==> config.mk <==
export PLATFORM = sky130hd
export DESIGN_NAME = bfbt_top
export DESIGN_NICKNAME = d
export VERILOG_FILES = /design/src/verilog/bfbt_pkg.sv /design/src/verilog/bfbt_top.sv
export SDC_FILE = /design/constraint.sdc
export NUM_CORES = 1
export LEC_CHECK = 0
export BUFFER_PORTS_ARGS = -buffer_cell sky130_fd_sc_hd__buf_2
export CORE_ASPECT_RATIO = 0.5
export CORE_UTILIZATION = 40
export CTS_BUF_LIST = sky130_fd_sc_hd__clkbuf_4 sky130_fd_sc_hd__clkbuf_8
export CTS_CLUSTER_DIAMETER = 80
export DETAILED_ROUTE_END_ITERATION = 8
export PLACE_DENSITY_LB_ADDON = 0.15
export SLEW_MARGIN = 40
export SYNTH_ARGS = -nofsm -noshare
export SYNTH_HDL_FRONTEND = slang
export SYNTH_SLANG_ARGS = --single-unit
==> constraint.sdc <==
create_clock -name ref_clk -period 2.6 [get_ports ref_clk]
set_input_delay 0.26 -clock ref_clk [delete_from_list [all_inputs] [get_ports ref_clk]]
set_output_delay 0.26 -clock ref_clk [all_outputs]
set_load 0.03 [all_outputs]
==> src/verilog/bfbt_pkg.sv <==
// Purpose: shared constants and carriers for the breaker failure backup trip block
// Assumes: 40 MHz ref_clk, millisecond timer ticks derived from it
// Notes:   current comparisons use unsigned magnitudes in a common scale
`default_nettype none
package bfbt_pkg;
  localparam int unsigned CLK_HZ        = 40_000_000;
  localparam int unsigned MS_PER_S      = 1000;
  localparam int unsigned CYC_PER_MS    = CLK_HZ / MS_PER_S;
  localparam int unsigned DELAY_MIN_MS  = 40;
  localparam int unsigned DELAY_MAX_MS  = 200;
  localparam int unsigned TOL_MS        = 20;
  localparam int unsigned NUM_COND      = 4;
  localparam int unsigned DLY_W         = 8;
  localparam int unsigned TICK_W        = 16;
  localparam int unsigned CUR_W         = 16;
  localparam int unsigned ZC_COND_LAST  = 1;  // selectors 0..1 may use zero current
  localparam int unsigned MON_COND      = 3;  // selector that watches contacts and inputs
  localparam logic [DLY_W-1:0]  DLY_ZERO  = 8'h00;
  localparam logic [TICK_W-1:0] TICK_ZERO = 16'h0000;

  // one condition selector setting
  typedef struct packed {
    logic use_start;      // selector participates
    logic rst_cb;         // reset by breaker status
    logic rst_stage;      // reset by monitored stage release
    logic rst_zero;       // reset by zero current
  } bfbt_cond_cfg_s;

  // event pulses toward the event log
  typedef struct packed {
    logic start_on;
    logic start_off;
    logic trip_on;
    logic trip_off;
  } bfbt_evt_s;
endpackage
`default_nettype wire

==> src/verilog/bfbt_top.sv <==
// Purpose: second breaker failure stage with re-trip and backup trip timers
// Assumes: stage, breaker and contact inputs are asynchronous pins; settings are static
// Notes:   delays in ms, re-trip and backup trip share start and reset logic
`default_nettype none
module bfbt_top #(
  parameter int unsigned NCOND        = bfbt_pkg::NUM_COND,
  parameter int unsigned TICKS_PER_MS = bfbt_pkg::CYC_PER_MS
) (
  input  wire logic                               ref_clk,
  input  wire logic                               reset_n,
  input  wire logic                               backup_function_enable,
  input  wire bfbt_pkg::bfbt_cond_cfg_s [NCOND-1:0] cond_cfg,
  input  wire logic [NCOND-1:0]                   stage_enabled,
  input  wire logic [NCOND-1:0]                   stage_started,
  input  wire logic [NCOND-1:0]                   cb_open,
  input  wire logic                               stage_block,
  input  wire logic [2:0][bfbt_pkg::CUR_W-1:0]    phase_cur,
  input  wire logic [bfbt_pkg::CUR_W-1:0]         ground_cur,
  input  wire logic [bfbt_pkg::CUR_W-1:0]         phase_zero_thr,
  input  wire logic [bfbt_pkg::CUR_W-1:0]         ground_zero_thr,
  input  wire logic [bfbt_pkg::DLY_W-1:0]         retrip_delay_ms,
  input  wire logic [bfbt_pkg::DLY_W-1:0]         backup_delay_ms,
  input  wire bfbt_pkg::bfbt_evt_s                event_enable,
  output logic                                    start_out,
  output logic                                    retrip_out,
  output logic                                    backup_trip_out,
  output logic                                    phase_zero_out,
  output logic                                    ground_zero_out,
  output bfbt_pkg::bfbt_evt_s                     event_out
);

  // clamp a delay setting into the supported range
  function automatic logic [bfbt_pkg::DLY_W-1:0] clamp_ms(input logic [bfbt_pkg::DLY_W-1:0] v);
    logic [bfbt_pkg::DLY_W-1:0] lo;
    logic [bfbt_pkg::DLY_W-1:0] hi;
    lo = bfbt_pkg::DLY_W'(bfbt_pkg::DELAY_MIN_MS);
    hi = bfbt_pkg::DLY_W'(bfbt_pkg::DELAY_MAX_MS);
    clamp_ms = (v < lo) ? lo : ((v > hi) ? hi : v);
  endfunction

  localparam logic [bfbt_pkg::TICK_W-1:0] TICK_LAST =
    bfbt_pkg::TICK_W'(TICKS_PER_MS - 1);

  // two-flop synchronisers for pin inputs
  logic [NCOND-1:0] en_m_q, en_s_q, st_m_q, st_s_q, cb_m_q, cb_s_q;
  logic             blk_m_q, blk_s_q, fen_m_q, fen_s_q;

  always_ff @(posedge ref_clk or negedge reset_n)
  begin
    if (!reset_n)
    begin
      en_m_q <= '0; en_s_q <= '0; st_m_q <= '0; st_s_q <= '0;
      cb_m_q <= '0; cb_s_q <= '0;
      blk_m_q <= 1'b0; blk_s_q <= 1'b0; fen_m_q <= 1'b0; fen_s_q <= 1'b0;
    end
    else
    begin
      en_m_q <= stage_enabled; en_s_q <= en_m_q;
      st_m_q <= stage_started; st_s_q <= st_m_q;
      cb_m_q <= cb_open;       cb_s_q <= cb_m_q;
      blk_m_q <= stage_block;  blk_s_q <= blk_m_q;
      fen_m_q <= backup_function_enable; fen_s_q <= fen_m_q;
    end
  end

  // zero current detectors, independent of stage state
  // separate phase/ground
  wire phase_zero_d;
  wire ground_zero_d;
  assign phase_zero_d  = (phase_cur[0] < phase_zero_thr) && (phase_cur[1] < phase_zero_thr)
                      && (phase_cur[2] < phase_zero_thr);
  assign ground_zero_d = ground_cur < ground_zero_thr;

  // per selector start and reset terms
  wire [NCOND-1:0] cond_start;  // nets: each bit has its own assign
  wire [NCOND-1:0] cond_reset;

  generate
    for (genvar i = 0; i < NCOND; i++)
    begin : g_cond
      wire sel_rst_cb, sel_rst_stage, sel_rst_zero, any_sel, zc_level;
      // zero current only selectors 0 and 1
      assign sel_rst_zero  = (i <= bfbt_pkg::ZC_COND_LAST) && cond_cfg[i].rst_zero;
      // contact selector resets only on drop
      assign sel_rst_cb    = (i != bfbt_pkg::MON_COND) && cond_cfg[i].rst_cb;
      assign any_sel       = sel_rst_cb | cond_cfg[i].rst_stage | sel_rst_zero;
      assign sel_rst_stage = (i == bfbt_pkg::MON_COND) || cond_cfg[i].rst_stage || !any_sel;
      // second selector watches ground stages
      assign zc_level      = (i == 1) ? ground_zero_d : phase_zero_d;
      assign cond_start[i] = cond_cfg[i].use_start && en_s_q[i] && st_s_q[i];
      assign cond_reset[i] = !cond_cfg[i].use_start ||
                             ((!sel_rst_cb || cb_s_q[i]) &&
                              (!sel_rst_stage || !st_s_q[i]) &&
                              (!sel_rst_zero || zc_level));
    end
  endgenerate

  wire any_start;
  wire all_reset;
  assign any_start = |cond_start;
  assign all_reset = &cond_reset;

  // running state: set by start, held until reset criteria and start gone
  logic active_q;
  wire  active_d;
  assign active_d = fen_s_q && (any_start || (active_q && !all_reset));

  // millisecond prescaler and elapsed count, frozen while blocked
  logic [bfbt_pkg::TICK_W-1:0] tick_q;
  logic [bfbt_pkg::DLY_W-1:0]  ms_q;
  wire                         ms_tick;
  wire                         ms_sat;
  assign ms_tick = (tick_q == TICK_LAST);
  assign ms_sat  = (ms_q == bfbt_pkg::DLY_W'(bfbt_pkg::DELAY_MAX_MS));

  always_ff @(posedge ref_clk or negedge reset_n)
  begin
    if (!reset_n)
    begin
      active_q <= 1'b0;
      tick_q   <= bfbt_pkg::TICK_ZERO;
      ms_q     <= bfbt_pkg::DLY_ZERO;
    end
    else
    begin
      active_q <= active_d;
      if (!active_d)
      begin
        tick_q <= bfbt_pkg::TICK_ZERO;
        ms_q   <= bfbt_pkg::DLY_ZERO;
      end
      else if (!blk_s_q)
      begin
        tick_q <= ms_tick ? bfbt_pkg::TICK_ZERO : tick_q + 1'b1;
        if (ms_tick && !ms_sat)
          ms_q <= ms_q + 1'b1;
      end
    end
  end

  // two timing stages off one timer
  // clamp delay range
  wire retrip_hit;
  wire backup_hit;
  assign retrip_hit = ms_q >= clamp_ms(retrip_delay_ms);
  assign backup_hit = ms_q >= clamp_ms(backup_delay_ms);

  wire start_d, retrip_d, backup_d;
  assign start_d  = active_q && !blk_s_q;
  assign retrip_d = start_d && retrip_hit;
  assign backup_d = start_d && backup_hit;

  wire bfbt_pkg::bfbt_evt_s evt_d;
  assign evt_d.start_on  = event_enable.start_on  && start_d && !start_out;
  assign evt_d.start_off = event_enable.start_off && !start_d && start_out;
  assign evt_d.trip_on   = event_enable.trip_on   && backup_d && !backup_trip_out;
  assign evt_d.trip_off  = event_enable.trip_off  && !backup_d && backup_trip_out;

  // registered outputs
  always_ff @(posedge ref_clk or negedge reset_n)
  begin
    if (!reset_n)
    begin
      start_out       <= 1'b0;
      retrip_out      <= 1'b0;
      backup_trip_out <= 1'b0;
      phase_zero_out  <= 1'b0;
      ground_zero_out <= 1'b0;
      event_out       <= '0;
    end
    else
    begin
      start_out       <= start_d;
      retrip_out      <= retrip_d;
      backup_trip_out <= backup_d;
      phase_zero_out  <= phase_zero_d;
      ground_zero_out <= ground_zero_d;
      event_out       <= evt_d;
    end
  end

  chk_block_quiet: assert property (@(posedge ref_clk) disable iff (!reset_n)
    $past(blk_s_q) |-> !start_out && !retrip_out && !backup_trip_out)
    else $error("output active while blocked");

  chk_timer_freeze: assert property (@(posedge ref_clk) disable iff (!reset_n)
    blk_s_q && active_d |=> ms_q == $past(ms_q))
    else $error("timer moved while blocked");

  chk_enable_gate: assert property (@(posedge ref_clk) disable iff (!reset_n)
    !fen_s_q |=> !active_q ##1 !start_out)
    else $error("active while disabled");

  chk_timer_clear: assert property (@(posedge ref_clk) disable iff (!reset_n)
    !active_q |-> ms_q == bfbt_pkg::DLY_ZERO)
    else $error("timer not cleared");

  chk_trip_expiry: assert property (@(posedge ref_clk) disable iff (!reset_n)
    backup_trip_out |-> $past(ms_q) >= bfbt_pkg::DLY_W'(bfbt_pkg::DELAY_MIN_MS))
    else $error("trip before minimum delay");

  chk_start_follow: assert property (@(posedge ref_clk) disable iff (!reset_n)
    fen_s_q && any_start && !blk_s_q ##1 !blk_s_q |=> start_out)
    else $error("start missing");

  chk_event_gate: assert property (@(posedge ref_clk) disable iff (!reset_n)
    !$past(event_enable.trip_on) |-> !event_out.trip_on)
    else $error("trip event while disabled");

  // zero current needs all phases low
  chk_zero_all: assert property (@(posedge ref_clk) disable iff (!reset_n)
    phase_zero_out |-> $past(phase_cur[0] < phase_zero_thr && phase_cur[1] < phase_zero_thr
                              && phase_cur[2] < phase_zero_thr))
    else $error("zero current with high phase");

  chk_trip_order: assert property (@(posedge ref_clk) disable iff (!reset_n)
    retrip_out |-> $past(ms_q >= clamp_ms(retrip_delay_ms)))
    else $error("re-trip before its delay");

  // every event kind masked by its own enable
  chk_event_mask: assert property (@(posedge ref_clk) disable iff (!reset_n)
    (event_out & ~$past(event_enable)) == 4'h0)
    else $error("event while its enable is off");

  chk_timer_resume: assert property (@(posedge ref_clk) disable iff (!reset_n)
    active_d && !blk_s_q && ms_tick && !ms_sat |=> ms_q == $past(ms_q) + 1'b1)
    else $error("timer did not advance");

  // release clears running state and timer
  chk_release_clear: assert property (@(posedge ref_clk) disable iff (!reset_n)
    !any_start && all_reset |=> !active_q && ms_q == bfbt_pkg::DLY_ZERO)
    else $error("release did not clear");

  // a start needs an enabled and started stage
  chk_stage_gate: assert property (@(posedge ref_clk) disable iff (!reset_n)
    any_start |-> (en_s_q & st_s_q) != '0)
    else $error("start without enabled started stage");

  // contact selector releases when its signals drop
  chk_contact_reset: assert property (@(posedge ref_clk) disable iff (!reset_n)
    !st_s_q[bfbt_pkg::MON_COND] |-> cond_reset[bfbt_pkg::MON_COND])
    else $error("contact selector held after drop");

  // ground detector follows its own threshold
  chk_zero_ground: assert property (@(posedge ref_clk) disable iff (!reset_n)
    ground_zero_out |-> $past(ground_cur < ground_zero_thr))
    else $error("ground zero with high current");

  chk_enable_trip: assert property (@(posedge ref_clk) disable iff (!reset_n)
    !fen_s_q |=> ##1 (!retrip_out && !backup_trip_out))
    else $error("trip while disabled");

  // trip event comes with the rising backup trip
  chk_trip_event: assert property (@(posedge ref_clk) disable iff (!reset_n)
    $rose(backup_trip_out) |-> event_out.trip_on == $past(event_enable.trip_on))
    else $error("trip event missing at expiry");

endmodule
`default_nettype wire
==> results.py <==
metrics = {
    "clock_network": {
        "clock_sinks": 60,
        "cts_resized": 0,
        "cts_root_buf": "clkbuf_8",
        "insertion_delay_ns": 0.33,
        "cts_made_buffers": 9,
        "tritoncts": "yes",
        "cts.clk_slew.worst_paths_ns": 0.06,
        "clk_path_buf_depth": 2,
        "htreeDepth": 3,
    },
    "synth": {
        "synth_fp_nets": 692,
        "synth_seq_cells": 60,
        "synth_top_cell_by_area": "dfrtp_1",
        "synth_top_cell_area_share_pct": 34.2,
        "synth.top_cells.by_area": "dfrtp_1, ha_1, a21oi_1",
        "synthCells": 465,
        "yosys_warnings": 0,
        "avgSynthCellArea_um2": 9.43,
        "ys.flop_type": "dfrtp_1",
        "seq_area_frac_synth_pct": 34.2,
        "synth_area_um2": 4380,
        "ys_types": 55,
        "synth-edff-count": 0,
        "async_flop_share_pct": 100,
    },
    "floorplan": {
        "die_h_um": 76.0,
        "rows": 26,
        "core_region_area_um2": 10400,
        "initial_core_util_pct": 42.0,
        "die_area_um2": 11400,
        "die_w_um": 150,
        "ios": 157,
    },
    "setup_path": {
        "cpPeakStageDelay_ns": 0.29,
        "critPathLaunchType": "primary input",
        "crit_path_cell_trace": "buf_2 -> o31a_1 -> nor3_1 -> nor3_1 -> a31oi_1 -> and2_1 -> ha_1 -> nand2b_1 -> a21o_1 -> a21o_1 -> a21oi_1 -> o21ai_0 -> o211ai_1 -> and3_1",
        "cp_max_fo": 4,
        "crit_path_end_kind": "flop",
        "path_delay_family": "compound AO/OA/AOI/OAI gates",
        "path_class": "primary input to flop",
        "critical_path_arrival_ns": 2.54,
        "cp.required_ns": 2.87,
        "path_buf_inv": 1,
        "crit_slowest_cell": "o31a_1",
    },
    "global_routing": {
        "antenna_found_initial": 0,
        "grt.total_usage_pct": 18.2,
        "grt_pass1_wl_mm": 16.5,
        "grt_start_max_net_pins": 33,
        "grt_pass1_vias": 3730,
        "grt.overflow.total": 0,
    },
    "sta": {
        "fmax_mhz": 440,
        "setup_violations": 0,
        "clock_skew_ns": 0.00600,
        "tightest_slew_ns": 0.499,
        "rsz0062_at_grt": "false",
        "max-slew-margin-rel_pct": 66.6,
        "slew_violations": 0,
        "tns_ns": 0,
        "hold_viol_final": 0,
        "finalCritPeriodShare_pct": 87.4,
        "period_needed_ns": 2.27,
    },
    "finish": {
        "num_antenna_cells": 0,
        "area_growth_pct": 27.1,
        "layout-drive-gt1-share_pct": 32.1,
        "nets": 858,
    },
    "placement": {
        "io_buffer_count": 151,
        "dpl.hpwl_mm": 8.24,
        "place_congestion": 0.780,
    },
    "power_and_ir_drop": {
        "power_frac_seq_pct": 41.4,
        "p_per_area_nw_per_um2": 426,
        "switching_share_pct": 26.4,
        "pwr-share-comb_pct": 21.2,
        "irDropWorstVdd_v": 0.000277,
        "total_leakage_power_nw": 2.86,
        "p_total_mw": 2.37,
        "power_frac_clock_pct": 37.5,
        "p_sw_mw": 0.627,
        "p_int_mw": 1.75,
    },
    "drt": {
        "wirelength_mm": 10.1,
        "drt_iter0_drc": 146,
        "antenna_left": 0,
        "num_vias": 3898,
        "vias_per_cell": 5.03,
        "wl_per_cell_um": 13.0,
        "remaining_drc_errors": 0,
        "first_pass_iters": 6,
    },
    "min_path": {
        "hp-class": "primary input to flop",
    },
    "job": {
        "drv_cap": 0,
    },
    "status": {
        "outcome": "complete, no violations",
    },
}
## sequential cells by signal, summed over array words and instances, names as in the netlist, 3 cells and up
| register | flops |
|---|---|
| en_s_q | 4 |
| en_m_q | 4 |
| st_s_q | 4 |
| cb_m_q | 3 |
| cb_s_q | 3 |
| event_out | 4 |
| tick_q | 16 |
| ms_q | 8 |
| st_m_q | 4 |
## final timing paths
| path | end | slack (ns) | from | cells past startpoint |
|---|---|---|---|---|
| max in group asynchronous | fen_s_q | 1.62 | reset_n | 3 |
| max reg2reg | tick_q[14] | 0.50 | tick_q[8] | 7 |
| min | cb_m_q[0] | 0.03 | cb_open[0] | 1 |
| min reg2reg | blk_s_q | 0.35 | blk_m_q | 0 |
| min in group asynchronous | tick_q[8] | 0.41 | reset_n | 2 |
| max | event_out[0] | 0.33 | backup_delay_ms[0] | 14 |
## power by group through the flow
stage	clock network [mW]	registers [mW]	logic, mW
final	0.889	0.981	0.502
after global routing	0.959	0.985	0.579
after CTS	0.920	0.982	0.510
after detailed placement	0	0.999	0.506
after global placement	0	0.998	0.498
after floorplan	0	1.01	0.278
## placed cells by master (no fill, tap or decap), types with 9 or more instances in the layout
cell type  synthesis  final
nor2_1            21     21
o21ai_0           30     30
a21oi_1           32     32
clkbuf_8           0      9
nand4_1           11     11
dfrtp_1           60     60
nand2_1           29     29
buf_2              0    150
nor3_1            12     12
inv_1             40     40
ha_1              79     79
buf_4              0     11
nand2b_1           9      9
nor2_2            13     13
nand3_1           16     16
## synthesized netlist by cell type (2+ instances only)
cell and n:
nor4b_1 4, and4_1 7, nand4b_1 3, xor2_1 8, dfrtp_1 60, o31a_1 4
o211ai_1 3, a21o_1 5, xnor2_1 2, nor2_1 21, nand2b_1 9, or3_1 5
nor3_1 12, a211oi_1 2, nand4_1 11, o21ai_0 30, a31oi_1 8, o21a_1 3
a222oi_1 2, nor2b_1 6, a22oi_1 2, nor2_2 13, inv_1 40, nor3b_1 4
nand2_1 29, nand3b_1 3, a21oi_1 32, ha_1 79, and3_1 5, clkbuf_1 6
nand3_1 16, and2_1 3, a21oi_2 6
## layout make-up
class | count | area (um^2)
clock inverters | 5 | 77.6
fillers | 987 | 4870
inverters | 41 | 154
flip-flops and latches | 60 | 1500
clock buffers | 10 | 131
well taps | 140 | 175
repair buffers | 163 | 863
multi-input cells | 356 | 2670
## worst reg2reg max path, stage by stage, from the launching register on
cell and delay [ns]:
dfrtp_1 0.46, nor4b_1 0.34, nand4_1 0.21, nor2_1 0.39, buf_4 0.24, a21oi_1 0.04, o21ai_0 0.21, a21oi_2 0.08
## metal layers
layer,GRT usage (%),up-vias,share of wire [%]
met5,0,-,0
met4,4.85,0,0.93
met3,3.89,9,5.5
met2,32.6,77,49
met1,22.0,1785,45
li1,-,2027,-
## metrics by stage
| stage | instance area (um^2) | hold WS, ns | instances | setup WS (ns) | util [%] |
|---|---|---|---|---|---|
| floorplan | 4380 | -0.0356 | 465 | 0.303 | - |
| global placement | 5350 | 0.332 | 759 | 0.00750 | 51.3 |
| detailed placement | 5350 | 0.335 | 759 | -0.000949 | 51.3 |
| CTS | 5560 | 0.00954 | 774 | 0.335 | 53.3 |
| global route | 5570 | 0.00645 | 775 | 0.0824 | 53.4 |
| finish | 5570 | 0.0294 | 775 | 0.329 | 53.4 |
## cells by family (layout without fill, tap and decap cells)
kind of cell	Yosys count	count (layout)	share of synthesized area (%)
DFF	60	60	34.2
muxes	1	1	0.228
AOI/OAI and AO/OA	112	112	16.7
adders and majority gates	79	79	22.5
and+or+nand+nor	154	154	19.4
xor gates and xnor gates	10	10	2.00
buffers and inverters	49	219	4.82
## what timing repair did
action                    CTS  global route
hold buffers                0             1
setup buffers               0             0
hold endpoints to repair    0            30
Power figures use the tool's default switching activity.
